File: src/include/wps_pkg.sv
// package: constants and types of the watchdog and power-save controller
package wps_pkg;
  // configuration word addresses in table-read space
  localparam logic [23:0] OSC_CFG_ADDR = 24'hF80000;
  localparam logic [23:0] WDT_CFG_ADDR = 24'hF80002;
  localparam logic [23:0] BRN_CFG_ADDR = 24'hF80004;
  localparam logic [23:0] PROT_CFG_ADDR = 24'hF8000A;
  localparam int          CFG_WORD_W = 24;
  localparam int          CFG_DATA_W = 16;
  localparam logic [15:0] CFG_ERASED = 16'hFFFF;
  // reset control register address and fields
  localparam logic [15:0] RSTCTL_ADDR = 16'h0740;
  localparam int          RC_POWERON = 0;
  localparam int          RC_BROWNOUT = 1;
  localparam int          RC_IDLE = 2;
  localparam int          RC_SLEEP = 3;
  localparam int          RC_WDT_TIMEOUT = 4;
  localparam int          RC_SW_WDT_EN = 5;
  localparam int          RC_SW_RESET = 6;
  localparam int          RC_PIN_RESET = 7;
  localparam logic [15:0] RC_WRITE_MASK = 16'h00FF;
  localparam logic [15:0] RC_RESET_VAL = 16'h0003;
  // configuration word field positions
  localparam int          WDT_FUSE_EN_BIT = 15;
  localparam int          OSC_SRC_LSB = 8;
  localparam int          CLK_MON_EN_BIT = 14;
  localparam int          CLK_SW_EN_BIT = 15;
  localparam int          PRI_XTAL_BIT = 2;
  localparam int          PRI_PLL_BIT = 3;
  localparam int          BRN_EN_BIT = 7;
  // oscillator source codes
  localparam logic [1:0]  OSC_SLOW_RC = 2'h0;
  localparam logic [1:0]  OSC_FAST_RC = 2'h1;
  localparam logic [1:0]  OSC_LOWPWR_XTAL = 2'h2;
  localparam logic [1:0]  OSC_PRIMARY = 2'h3;
  // power-save instruction operand
  localparam logic        PS_SLEEP = 1'b0;
  localparam logic        PS_IDLE = 1'b1;
  // wake-up delays
  localparam int          CLK_PERIOD_NS = 40;
  localparam int          POWER_ON_DELAY_NS = 10000;
  localparam int          POWERUP_TIMER_DELAY_NS = 64000;
  localparam int          PLL_LOCK_DELAY_NS = 20000;
  localparam int          DLY_W = 12;
  localparam int          POWER_ON_DELAY_CYC = (POWER_ON_DELAY_NS + CLK_PERIOD_NS - 1) / CLK_PERIOD_NS;
  localparam int          POWERUP_TIMER_CYC = (POWERUP_TIMER_DELAY_NS + CLK_PERIOD_NS - 1) / CLK_PERIOD_NS;
  localparam int          PLL_LOCK_CYC = (PLL_LOCK_DELAY_NS + CLK_PERIOD_NS - 1) / CLK_PERIOD_NS;
  // power state
  typedef enum logic [2:0] {ST_RUN, ST_IDLE, ST_SLEEP, ST_WAKE, ST_STALL} wps_state_t;
endpackage

File: src/core/wps_core.sv
// module: watchdog, light/deep sleep sequencing and configuration word reads
`timescale 1ns/100ps
module wps_core #(
  parameter int WDT_W = 16
) (
  input  wire logic                            core_clk,
  input  wire logic                            rst_b,
  input  wire logic                            external_pin_reset_b,
  input  wire logic                            poweron_reset_req,
  input  wire logic                            brownout_reset_req,
  input  wire logic                            low_power_rc_clock,
  input  wire logic                            watchdog_clear_instruction,
  input  wire logic                            power_save_instruction,
  input  wire logic                            power_save_operand,
  input  wire logic                            irq_wake,
  input  wire logic [1:0]                      current_osc_source,
  input  wire logic                            low_power_crystal_keep,
  input  wire logic                            oscillator_startup_timer_done,
  input  wire logic                            pll_lock_flag,
  input  wire logic                            lvd_enable,
  input  wire logic                            nv_erased,
  input  wire logic [wps_pkg::CFG_DATA_W-1:0]  osc_cfg_fuses,
  input  wire logic [wps_pkg::CFG_DATA_W-1:0]  wdt_cfg_fuses,
  input  wire logic [wps_pkg::CFG_DATA_W-1:0]  brn_cfg_fuses,
  input  wire logic [wps_pkg::CFG_DATA_W-1:0]  prot_cfg_fuses,
  input  wire logic                            tbl_rd,
  input  wire logic [23:0]                     tbl_addr,
  output logic      [wps_pkg::CFG_WORD_W-1:0]  tbl_rdata,
  input  wire logic                            sfr_wr,
  input  wire logic                            sfr_rd,
  input  wire logic [15:0]                     sfr_addr,
  input  wire logic [15:0]                     sfr_wdata,
  output logic      [15:0]                     sfr_rdata,
  output logic                                 cpu_clk_en,
  output logic                                 periph_clk_en,
  output logic                                 osc_en,
  output logic                                 clk_mon_active,
  output logic                                 low_power_rc_clock_en,
  output logic                                 brownout_active,
  output logic                                 lvd_active,
  output logic [1:0]                           active_osc_source,
  output logic                                 sys_reset,
  output logic                                 wake_pulse,
  output logic                                 wake_to_isr,
  output logic                                 clk_fail_trap,
  output wps_pkg::wps_state_t                  power_state
);
  import wps_pkg::*;

  logic [1:0]       pin_sync_reg;
  logic [1:0]       low_power_rc_clock_sync_reg;
  logic             low_power_rc_clock_prev_reg;
  logic [WDT_W-1:0] wdt_cnt_reg;
  logic [15:0]      rc_reg;
  logic [15:0]      rc_next;
  wps_state_t       state_reg;
  wps_state_t       state_next;
  logic [1:0]       src_reg;
  logic [DLY_W-1:0] tgt_reg;
  logic [DLY_W-1:0] dly_reg;
  logic             xtal_reg;
  logic             pll_reg;
  logic             irq_cause_reg;
  logic [15:0]      osc_word;
  logic [15:0]      wdt_word;
  logic [15:0]      brn_word;
  logic [15:0]      prot_word;
  logic             watchdog_fuse_enable;
  logic [1:0]       oscillator_source_fuses;
  logic [3:0]       primary_oscillator_mode_fuses;
  logic             clock_failure_monitor;
  logic             clk_sw_en;
  logic [1:0]       wake_src;
  logic             pin_rst;
  logic             low_power_rc_clock_tick;
  logic             wdt_run;
  logic             wdt_ovf;
  logic             wdt_rst;
  logic             ext_rst;
  logic             rst_evt;
  logic             osc_ready;
  logic             to_run;

  // wake delay in cycles for a given source
  function automatic logic [DLY_W-1:0] wake_delay(input logic [1:0] src, input logic [3:0] mode,
                                                  input logic keep);
    logic [DLY_W-1:0] d;
    d = DLY_W'(POWER_ON_DELAY_CYC);
    if (src == OSC_PRIMARY && mode[PRI_XTAL_BIT]) begin
      d = DLY_W'(POWER_ON_DELAY_CYC + POWERUP_TIMER_CYC);
      if (mode[PRI_PLL_BIT]) begin
        d = DLY_W'(POWER_ON_DELAY_CYC + POWERUP_TIMER_CYC + PLL_LOCK_CYC);
      end
    end else if (src == OSC_LOWPWR_XTAL && !keep) begin
      d = DLY_W'(POWER_ON_DELAY_CYC + POWERUP_TIMER_CYC);
    end
    return d;
  endfunction

  // true when the source is a crystal that needs its start-up timer
  function automatic logic needs_xtal(input logic [1:0] src, input logic [3:0] mode, input logic keep);
    return (src == OSC_PRIMARY && mode[PRI_XTAL_BIT]) || (src == OSC_LOWPWR_XTAL && !keep);
  endfunction

  // synchronisers for the reset pin and the slow RC clock
  always_ff @(posedge core_clk) begin
    if (!rst_b) begin
      pin_sync_reg <= 2'h0;
      low_power_rc_clock_sync_reg <= 2'h0;
      low_power_rc_clock_prev_reg <= 1'b0;
    end else begin
      pin_sync_reg <= {pin_sync_reg[0], ~external_pin_reset_b};
      low_power_rc_clock_sync_reg <= {low_power_rc_clock_sync_reg[0], low_power_rc_clock};
      low_power_rc_clock_prev_reg <= low_power_rc_clock_sync_reg[1];
    end
  end

  // effective configuration words; erased parts read all ones
  assign osc_word = nv_erased ? CFG_ERASED : osc_cfg_fuses;
  assign wdt_word = nv_erased ? CFG_ERASED : wdt_cfg_fuses;
  assign brn_word = nv_erased ? CFG_ERASED : brn_cfg_fuses;
  assign prot_word = nv_erased ? CFG_ERASED : prot_cfg_fuses;
  assign watchdog_fuse_enable = wdt_word[WDT_FUSE_EN_BIT];
  assign oscillator_source_fuses = osc_word[OSC_SRC_LSB +: 2];
  assign primary_oscillator_mode_fuses = osc_word[3:0];
  assign clock_failure_monitor = osc_word[CLK_MON_EN_BIT];
  assign clk_sw_en = osc_word[CLK_SW_EN_BIT];

  // event decode
  assign pin_rst = pin_sync_reg[1];
  assign low_power_rc_clock_tick = low_power_rc_clock_sync_reg[1] & ~low_power_rc_clock_prev_reg;
  assign wdt_run = watchdog_fuse_enable | rc_reg[RC_SW_WDT_EN];
  assign wdt_ovf = wdt_run & low_power_rc_clock_tick & (&wdt_cnt_reg) & ~watchdog_clear_instruction;
  assign wdt_rst = wdt_ovf & (state_reg != ST_SLEEP) & (state_reg != ST_IDLE);
  assign ext_rst = poweron_reset_req | brownout_reset_req | pin_rst;
  assign rst_evt = ext_rst | wdt_rst;
  assign osc_ready = !xtal_reg || (oscillator_startup_timer_done && (!pll_reg || pll_lock_flag));
  assign wake_src = clk_sw_en ? current_osc_source : oscillator_source_fuses;

  // watchdog counter on slow RC edges; clear beats increment
  always_ff @(posedge core_clk) begin
    if (!rst_b) begin
      wdt_cnt_reg <= '0;
    end else if (watchdog_clear_instruction || rst_evt) begin
      wdt_cnt_reg <= '0;
    end else if (wdt_run && low_power_rc_clock_tick) begin
      wdt_cnt_reg <= wdt_cnt_reg + 1'b1;
    end
  end

  // power state transitions
  always_comb begin
    state_next = state_reg;
    case (state_reg)
      ST_RUN: begin
        if (power_save_instruction) begin
          state_next = (power_save_operand == PS_IDLE) ? ST_IDLE : ST_SLEEP;
        end
      end
      ST_IDLE: begin
        if (wdt_ovf || irq_wake) begin
          state_next = ST_RUN;
        end
      end
      ST_SLEEP: begin
        if (wdt_ovf || irq_wake) begin
          state_next = ST_WAKE;
        end
      end
      ST_WAKE: begin
        if (dly_reg >= tgt_reg) begin
          state_next = (osc_ready || clock_failure_monitor) ? ST_RUN : ST_STALL;
        end
      end
      ST_STALL: begin
        if (osc_ready) begin
          state_next = ST_RUN;
        end
      end
      default: begin
        state_next = ST_RUN;
      end
    endcase
    if (rst_evt) begin
      state_next = ST_RUN;
    end
  end

  always_ff @(posedge core_clk) begin
    if (!rst_b) begin
      state_reg <= ST_RUN;
    end else begin
      state_reg <= state_next;
    end
  end

  // wake source, delay target and clock-failure switch
  always_ff @(posedge core_clk) begin
    if (!rst_b) begin
      src_reg <= OSC_SLOW_RC;
      tgt_reg <= '0;
      xtal_reg <= 1'b0;
      pll_reg <= 1'b0;
      irq_cause_reg <= 1'b0;
    end else if (poweron_reset_req || brownout_reset_req) begin
      src_reg <= oscillator_source_fuses;
      xtal_reg <= 1'b0;
    end else if (state_reg == ST_SLEEP && state_next == ST_WAKE) begin
      src_reg <= wake_src;
      tgt_reg <= wake_delay(wake_src, primary_oscillator_mode_fuses, low_power_crystal_keep);
      xtal_reg <= needs_xtal(wake_src, primary_oscillator_mode_fuses, low_power_crystal_keep);
      pll_reg <= (wake_src == OSC_PRIMARY) && primary_oscillator_mode_fuses[PRI_PLL_BIT];
      irq_cause_reg <= irq_wake && !wdt_ovf;
    end else if (state_reg == ST_WAKE && state_next == ST_RUN && !osc_ready) begin
      src_reg <= OSC_FAST_RC;
      xtal_reg <= 1'b0;
    end else if (state_reg == ST_RUN) begin
      src_reg <= current_osc_source;
    end
  end

  // wake delay counter, only runs while waking
  always_ff @(posedge core_clk) begin
    if (!rst_b) begin
      dly_reg <= '0;
    end else if (state_reg == ST_WAKE && dly_reg < tgt_reg) begin
      dly_reg <= dly_reg + 1'b1;
    end else if (state_reg != ST_WAKE) begin
      dly_reg <= '0;
    end
  end

  assign to_run = (state_next == ST_RUN) && (state_reg != ST_RUN) && !rst_evt;

  // registered event outputs; one cycle each except sys_reset, which stays high while rst_evt is held
  always_ff @(posedge core_clk) begin
    if (!rst_b) begin
      sys_reset <= 1'b0;
      wake_pulse <= 1'b0;
      wake_to_isr <= 1'b0;
      clk_fail_trap <= 1'b0;
    end else begin
      sys_reset <= rst_evt;
      wake_pulse <= to_run;
      wake_to_isr <= to_run && ((state_reg == ST_IDLE) ? irq_wake : irq_cause_reg);
      clk_fail_trap <= (state_reg == ST_WAKE) && (state_next == ST_RUN) && !osc_ready && !rst_evt;
    end
  end

  // reset control register: software write first, hardware sets win
  always_comb begin
    rc_next = rc_reg;
    if (sfr_wr && sfr_addr == RSTCTL_ADDR) begin
      rc_next = sfr_wdata & RC_WRITE_MASK;
    end
    if (poweron_reset_req) begin
      rc_next = RC_RESET_VAL;
    end else begin
      if (brownout_reset_req) begin
        rc_next[RC_POWERON] = 1'b0;
        rc_next[RC_BROWNOUT] = 1'b1;
      end
      if (pin_rst) begin
        rc_next[RC_PIN_RESET] = 1'b1;
        rc_next[RC_SW_RESET] = 1'b0;
        rc_next[RC_WDT_TIMEOUT] = 1'b0;
        rc_next[RC_IDLE] = rc_next[RC_IDLE] & sys_reset; // a held pin keeps the state it caught
        rc_next[RC_SLEEP] = rc_next[RC_SLEEP] & sys_reset;
      end
      if (wdt_rst) begin
        rc_next[RC_WDT_TIMEOUT] = 1'b1;
        rc_next[RC_PIN_RESET] = 1'b0;
        rc_next[RC_SW_RESET] = 1'b0;
        rc_next[RC_IDLE] = 1'b0;
        rc_next[RC_SLEEP] = 1'b0;
      end
      if (ext_rst && state_reg == ST_SLEEP) begin
        rc_next[RC_SLEEP] = 1'b1;
      end
      if (ext_rst && state_reg == ST_IDLE) begin
        rc_next[RC_IDLE] = 1'b1;
      end
      if (rst_evt) begin
        rc_next[RC_SW_WDT_EN] = 1'b0;
      end
      if (!ext_rst && state_reg == ST_SLEEP && (wdt_ovf || irq_wake)) begin
        rc_next[RC_SLEEP] = 1'b1;
        rc_next[RC_WDT_TIMEOUT] = rc_next[RC_WDT_TIMEOUT] | wdt_ovf;
      end
      if (!ext_rst && state_reg == ST_IDLE && (wdt_ovf || irq_wake)) begin
        rc_next[RC_IDLE] = 1'b1;
        rc_next[RC_WDT_TIMEOUT] = rc_next[RC_WDT_TIMEOUT] | wdt_ovf;
      end
    end
  end

  always_ff @(posedge core_clk) begin
    if (!rst_b) begin
      rc_reg <= RC_RESET_VAL;
    end else begin
      rc_reg <= rc_next;
    end
  end

  // register and configuration word reads, answered next cycle
  always_ff @(posedge core_clk) begin
    if (!rst_b) begin
      sfr_rdata <= 16'h0000;
      tbl_rdata <= 24'h000000;
    end else begin
      if (sfr_rd) begin
        sfr_rdata <= (sfr_addr == RSTCTL_ADDR) ? rc_reg : 16'h0000;
      end
      if (tbl_rd) begin
        case (tbl_addr)
          OSC_CFG_ADDR: tbl_rdata <= {8'h00, osc_word};
          WDT_CFG_ADDR: tbl_rdata <= {8'h00, wdt_word};
          BRN_CFG_ADDR: tbl_rdata <= {8'h00, brn_word};
          PROT_CFG_ADDR: tbl_rdata <= {8'h00, prot_word};
          default: tbl_rdata <= 24'h000000;
        endcase
      end
    end
  end

  // clock gates and oscillator enables from the power state; brownout and lvd enables ignore it
  assign cpu_clk_en = (state_reg == ST_RUN);
  assign periph_clk_en = (state_reg == ST_RUN) || (state_reg == ST_IDLE);
  assign osc_en = (state_reg != ST_SLEEP) || (src_reg == OSC_LOWPWR_XTAL && low_power_crystal_keep);
  assign clk_mon_active = clock_failure_monitor && (state_reg != ST_SLEEP);
  assign low_power_rc_clock_en = (state_reg == ST_SLEEP) ? wdt_run : (wdt_run || clock_failure_monitor);
  assign brownout_active = brn_word[BRN_EN_BIT];
  assign lvd_active = lvd_enable;
  assign active_osc_source = src_reg;
  assign power_state = state_reg;
endmodule

File: config.mk
export PLATFORM = sky130hd
export DESIGN_NAME = wps_core
export DESIGN_NICKNAME = d
export VERILOG_FILES = /design/src/include/wps_pkg.sv /design/src/core/wps_core.sv
export SDC_FILE = /design/constraint.sdc
export NUM_CORES = 1
export LEC_CHECK = 0
export ABC_CLOCK_PERIOD_IN_PS = 4900
export BUFFER_PORTS_ARGS = -buffer_cell sky130_fd_sc_hd__clkbuf_2
export CORE_MARGIN = 2
export CORE_UTILIZATION = 52
export CTS_CLUSTER_DIAMETER = 60
export DETAILED_ROUTE_END_ITERATION = 10
export GPL_ROUTABILITY_DRIVEN = 0
export PLACE_DENSITY = 0.89
export SYNTH_ARGS = -nofsm -noshare
export SYNTH_HDL_FRONTEND = slang
export SYNTH_SLANG_ARGS = --single-unit
File: constraint.sdc
create_clock -name core_clk -period 4.9 [get_ports core_clk]
set_input_delay 0.245 -clock core_clk [delete_from_list [all_inputs] [get_ports core_clk]]
set_output_delay 0.245 -clock core_clk [all_outputs]
set_load 0.01 [all_outputs]
==> results of run 1 <==
[report_power, final]
group          switching (mW)  internal (mW)
clock network           0.256          0.182
logic                  0.0911         0.0805
registers             0.00734          0.684
total                   0.355          0.947
[layout make-up]
cell class | count | area, um^2 | area share, %
multi-input combinational | 437 | 2755 | 49.02
sequential | 83 | 1662 | 29.56
timing repair buffer | 170 | 853.3 | 15.18
tap | 108 | 135.1 | 2.404
clock buffer | 9 | 123.9 | 2.204
inverter | 13 | 48.80 | 0.8682
clock inverter | 6 | 42.54 | 0.7569
[per-layer routing]
layer | GRT usage [%] | part of all wire [%] | wire, um | vias up
met1 | 32.14 | 40 | 5310 | 2208
met4 | 10.54 | 2.5 | 333 | 0
li1 | - | - | - | 2254
met2 | 46.78 | 49 | 6554 | 245
met5 | 0 | 0 | 0 | -
met3 | 6.525 | 8.0 | 1061 | 37
[cell usage after synthesis, types with 4 or more instances]
cell type  instances  area (um^2)
nor4b_1            4        35.03
nor2_1            70        262.8
and3_1             8        50.05
nor3_1            14        70.07
nand3_1           19        95.09
mux2_2            11        123.9
a21oi_1           47        235.2
clkbuf_1          21        78.83
xor2_1            17        148.9
xnor2_1            9        78.83
nand2_1           39        146.4
inv_1             13        48.80
nor2b_1            6        37.54
buf_4             19        142.6
dfxtp_1           83         1662
a21boi_0          11        82.58
mux2i_1           28        280.3
o21ai_0           29        145.1
and2_1            11        68.82
ha_1              13        162.7
nand4_1            9        56.30
nand2b_1          12        75.07
[cells in the final DEF, fill, tap and decap left out, drive strengths merged, types with 3 or more instances in the layout]
master	netlist	final
or3	3	3
conb	1	16
nand4	9	9
nor4	4	4
and2	11	11
o221ai	3	3
nor4b	4	4
a21o	3	3
ha	13	13
nand2b	12	12
nor3b	3	3
clkinv	0	3
a21boi	12	12
mux2	11	11
xor2	17	17
nor3	16	16
nand2	40	40
a21oi	48	48
xnor2	9	9
dfxtp	83	83
o21ai	30	30
mux2i	28	28
inv	13	14
and3	8	8
clkbuf	21	178
nand3	19	19
nor2b	6	6
and4	3	3
nor2	70	70
nand3b	3	3
[cell families after synthesis]
kind of cell,Yosys count,synth area share (%)
flops,83,35.61
xor+xnor,26,4.881
buf+inv,58,6.543
compound gates,124,16.90
mux,39,8.662
fa+ha+maj,13,3.486
simple gates,219,23.84
other cells,1,0.08037
[worst max-delay path, cell delays in order (launching register included)]
cell	delay, ps
dfxtp_1	390
ha_1	200
nand3_1	90
or4b_4	560
nor4_2	430
and2b_1	300
nand3b_1	220
or2_1	530
nor2_1	120
[per-stage QoR]
step	instances	hold WS, ps	total power, mW
2_1_floorplan	578	316.6	0.8041
6_report	826	34.70	1.302
3_5_place_dp	811	404.3	0.8763
4_1_cts	826	23.71	1.309
3_3_place_gp	811	404.7	0.8711
5_1_grt	826	14.53	1.356
[final timing paths]
check               endpoint  slack, ps
min reg2reg  pin_sync_reg[1]        430
min          pin_sync_reg[0]         30
max reg2reg   wdt_cnt_reg[3]       1940
max           wdt_cnt_reg[3]       1940
==> impl_metrics.json, run 1 <==
{
  "max-slew-margin-rel_pct": 40.08,
  "initial_core_util_pct": 53.50,
  "dr.first_iter.drc_count": 336,
  "grtUsageTotal_pct": 26.95,
  "worstSetupStartpointType": "register",
  "syn2layout_area_growth_pct": 20.46,
  "wl_per_cell_um": 16.05,
  "finalCritPeriodShare_pct": 60.50,
  "hold_buffers": 0,
  "cts.clk_slew.worst_paths_ps": 90,
  "core-area_um2": 8721,
  "status": "completed",
  "yosysWarnings": 0,
  "finalInstanceArea_um2": 5620,
  "dp_hpwl_um": 10300,
  "grt_pass1_vias": 4753,
  "synth_cell_types": 66,
  "tns_ps": 0,
  "num_rows": 34,
  "clk_latency_ps": 360,
  "vias_per_cell": 5.743,
  "tritoncts": "done",
  "fp.dieH_um": 98.73,
  "syn_area_um2": 4666,
  "drt_wl_total_um": 13260,
  "min-delay-path-class": "in2reg",
  "overflow": 0,
  "ios": 196,
  "fin_worst_skew_ps": 14.95,
  "nets": 867,
  "hold_viol": 0,
  "worstSetupPathType": "reg2reg",
  "reg2regPathDepth": 8,
  "crit_arrival_ps": 3190,
  "ys_seq_area_share_pct": 35.61,
  "netlist_instances": 563,
  "r2r_start": "wdt_cnt_reg[0]",
  "hp-start": "external_pin_reset_b",
  "place_area_um2": 5454,
  "avgSynthCellArea_um2": 8.287,
  "clock_path_buffers": 2,
  "report.final.slew_viol_count": 0,
  "finish.utilization_pct": 64.45,
  "vias": 4744,
  "antenna_found_initial": 0,
  "cts.sinks": 83,
  "powerDensity_nw_per_um2": 231.6,
  "setup_viol_count_final": 0,
  "cts-buffers-inserted": 9,
  "crit_fanout": 16,
  "ir_drop_mv": 0.1650,
  "clock-root-buffer": "clkbuf_8",
  "synth-edff-count": 0,
  "min_period_ps": 2964,
  "htreeDepth": 3,
  "dieArea_um2": 9747,
  "hold_depth": 2,
  "fmax_mhz": 337.3,
  "chipWidth_um": 98.73,
  "synth_seq_cells": 83,
  "cts-resized-gates": 0,
  "critical_path.startpoint": "wdt_cnt_reg[0]",
  "ys_async_sr_fraction_pct": 0,
  "cts_setup_buffers": 0,
  "final.setup.worst_slack_ps": 1936,
  "drive_gt1_share_pct": 28.69,
  "drtAntennaViolNets": 0,
  "drcViolationCount": 0,
  "power_leakage_nw": 2.451,
  "nFillCells": 743,
  "diodes": 0,
  "rsz0062_at_grt": "no",
  "post-place-ws_ps": 1907,
  "grt_pass1_wl_um": 21660,
  "dr.pass1.iters": 5,
  "grt_start_max_net_pins": 49,
  "numPortBuffers": 169,
  "endpoint_kind": "register",
  "ys.flop_type": "dfxtp_1",
  "worst_pin_slew_ps": 898.9,
  "crit_required_ps": 5130,
  "maxCapViolCount": 0
}
(Power assumes the default switching activity.)
==> run 2, diff against run 1 <==
--- a/config.mk
+++ b/config.mk
@@ -5,14 +5,15 @@
 export SDC_FILE = /design/constraint.sdc
 export NUM_CORES = 1
 export LEC_CHECK = 0
-export ABC_CLOCK_PERIOD_IN_PS = 4900
+export ABC_AREA = 1
+export ABC_CLOCK_PERIOD_IN_PS = 2640
 export BUFFER_PORTS_ARGS = -buffer_cell sky130_fd_sc_hd__clkbuf_2
 export CORE_MARGIN = 2
-export CORE_UTILIZATION = 52
+export CORE_UTILIZATION = 45
 export CTS_CLUSTER_DIAMETER = 60
 export DETAILED_ROUTE_END_ITERATION = 10
 export GPL_ROUTABILITY_DRIVEN = 0
-export PLACE_DENSITY = 0.89
+export PLACE_DENSITY = 0.81
 export SYNTH_ARGS = -nofsm -noshare
 export SYNTH_HDL_FRONTEND = slang
 export SYNTH_SLANG_ARGS = --single-unit
==> constraint.sdc (replaced) <==
create_clock -name core_clk -period 2.64 [get_ports core_clk]
set_input_delay 0.132 -clock core_clk [delete_from_list [all_inputs] [get_ports core_clk]]
set_output_delay 0.132 -clock core_clk [all_outputs]
set_load 0.01 [all_outputs]
==> run 2 against run 1 <==
Final cell count up 23%; sequential share of layout area down 2.2 points; die area is 22% higher; first-iteration DRC count down 52%; largest power group unchanged; power increased by 83%.
==> impl_metrics.json, run 2 <==
{
  "ir_drop_mv": 0.3487,
  "reg2reg_to": "dly_reg[11]",
  "yosysWarnings": 0,
  "overflow": 0,
  "layout_commonest_cell": "clkbuf_2",
  "crit_required_ps": 2960,
  "worst_pin_slew_ps": 570.9,
  "synth.most_common_cell": "nand2_1",
  "vias_per_cell": 5.000,
  "dieArea_um2": 11930,
  "synth_seq_cells": 83,
  "tns_ps": 0,
  "status": "completed",
  "num_rows": 38,
  "min_period_ps": 2222,
  "synthAdderAreaFrac_pct": 3.264,
  "timing.hold.ws_ps": 26.21,
  "tritoncts": "done",
  "syn_area_um2": 4984,
  "max-slew-margin-rel_pct": 61.80,
  "dr.pass1.iters": 4,
  "cp_top_family": "simple AND/OR/NAND/NOR gates",
  "drt_wl_total_um": 12800,
  "most-common-layout-cells": "clkbuf_2, nand2_1, inv_1, dfxtp_1, o21ai_0",
  "avgSynthCellArea_um2": 7.039,
  "wl_per_cell_um": 12.62,
  "grt_pass1_wl_um": 21200,
  "cpMaxStageDelayCell": "dfxtp_1",
  "drtAntennaViolNets": 0,
  "muxShareOfSynthArea_pct": 0.4017,
  "synth_top_area_share_pct": 33.34,
  "dp_hpwl_um": 10400,
  "r2r_start": "tgt_reg[2]",
  "rsz0062_at_grt": "no",
  "worstSetupPathType": "reg2reg",
  "cts.sinks": 83,
  "reg2regPathDepth": 14,
  "synth_common_cells": "nand2_1, inv_1, dfxtp_1, o21ai_0, nor2_1",
  "power_leakage_nw": 2.908,
  "worstHoldEndpoint": "rc_reg[5]",
  "worstSetupStartpointType": "register",
  "drive_gt1_share_pct": 28.72,
  "htreeDepth": 3,
  "dr.first_iter.drc_count": 161,
  "cts.clk_slew.worst_paths_ps": 80,
  "synth_top_cell_by_area": "dfxtp_1",
  "clock-root-buffer": "clkbuf_8",
  "chipWidth_um": 109.2,
  "fp.dieH_um": 109.2,
  "drcViolationCount": 0,
  "ios": 196,
  "clock_path_buffers": 2,
  "min-delay-path-class": "in2reg",
  "path_cells": "inv_1 -> ha_1 -> nand2_1 -> nor2_1 -> nand2_1 -> nor2_1 -> nor2_2 -> nand2_2 -> nor3b_2 -> nand2_1 -> nor2_1 -> nand3_1 -> a21oi_1 -> o21a_1",
  "power_mw": 2.384,
  "synth_cell_types": 54,
  "grtUsageTotal_pct": 22.62,
  "synth_xor_area_share_pct": 1.757,
  "report.final.slew_viol_count": 0,
  "numPortBuffers": 169,
  "fmax_mhz": 450.1,
  "synth_compound_area_share_pct": 16.52,
  "antenna_found_initial": 0,
  "endpoint_kind": "register",
  "slowest_delay_ps": 350,
  "synth-edff-count": 0,
  "hold_depth": 3,
  "core-area_um2": 10840,
  "hp-start": "sfr_wdata[5]",
  "finalCritPeriodShare_pct": 84.15,
  "ys.flop_type": "dfxtp_1",
  "vias": 5070,
  "r2r_slack_ps": 420,
  "diodes": 0,
  "hold_viol": 0,
  "yosys.area_share.simple_pct": 31.91,
  "grt_start_max_net_pins": 58,
  "synth_top_family_by_area": "simple AND/OR/NAND/NOR gates",
  "fin_worst_skew_ps": 6.627,
  "clk_latency_ps": 370,
  "ys_seq_area_share_pct": 33.34,
  "initial_core_util_pct": 45.97,
  "grt_pass1_vias": 4813,
  "powerDensity_nw_per_um2": 392.8,
  "maxCapViolCount": 0,
  "setup_viol_count_final": 0,
  "nFillCells": 1092,
  "cts-buffers-inserted": 9,
  "nets": 1022,
  "netlist_instances": 708,
  "critPathBufInv": 1,
  "synth_area_leaders": "dfxtp_1, nand2_1, o21ai_0",
  "ys_async_sr_fraction_pct": 0,
  "syn2layout_area_growth_pct": 21.79,
  "crit_arrival_ps": 2540,
  "crit_fanout": 6
}
-- run 2: logic make-up after synthesis --
family	Yosys count
other	1
xor gates and xnor gates	10
muxes	2
adders and majority gates	13
AOI/OAI and AO/OA	153
and+or+nand+nor	299
DFF	83
buffers and inverters	147
-- run 2: worst reg2reg max path, cell delays in order (launching register included) --
cell	delay, ps
dfxtp_1	350
inv_1	70
ha_1	310
nand2_1	110
nor2_1	80
nand2_1	100
nor2_1	60
nor2_2	150
nand2_2	130
nor3b_2	200
nand2_1	130
nor2_1	150
nand3_1	110
a21oi_1	130
o21a_1	120
-- run 2: layer usage --
layer	vias to the layer above	GRT usage (%)	routed length [um]
met1	2261	24.57	5271
met5	-	0	0
li1	2609	-	-
met4	0	9.855	378
met3	29	7.292	946
met2	171	40.15	6203
-- run 2: layout make-up --
cell class	instances	area [um^2]	share of cell area [%]
timing repair buffer	176	908.4	14.97
clock inverter	7	51.30	0.8452
sequential	83	1662	27.38
tap	140	175.2	2.886
multi-input combinational	493	2750	45.31
clock buffer	9	123.9	2.041
inverter	106	399.1	6.576
-- run 2: repair_timing --
action	in CTS	in global routing
hold buffers	4	0
endpoints found under the hold margin	4	0
gates resized for setup	0	0
buffers inserted	0	0
-- run 2: stage by stage --
step           utilization, %  setup WS (ps)  std cells  instance area [um^2]
2_1_floorplan               -          679.7        723                  5040
3_3_place_gp            54.01          495.2        994                  5854
3_5_place_dp            54.01          443.7        994                  5854
4_1_cts                 55.99          413.7       1014                  6070
5_1_grt                 55.99          91.45       1014                  6070
6_report                55.99          418.5       1014                  6070
-- run 2: how the worst max path moves through the flow --
stage          slack, ps       start           to  cells past startpoint
2_1_floorplan        680  tgt_reg[5]  dly_reg[11]                     14
3_3_place_gp         500  tgt_reg[5]  dly_reg[11]                     14
3_5_place_dp         440  tgt_reg[5]  dly_reg[11]                     14
4_1_cts              410  tgt_reg[5]  dly_reg[11]                     14
5_1_grt               90  tgt_reg[5]  dly_reg[11]                     14
6_report             420  tgt_reg[2]  dly_reg[11]                     14
-- run 2: where the power goes --
part           internal (mW)  leakage, nW  switching (mW)
clock network          0.347       0.0864           0.486
registers               1.27        0.672         0.00798
logic                  0.119         2.15           0.158
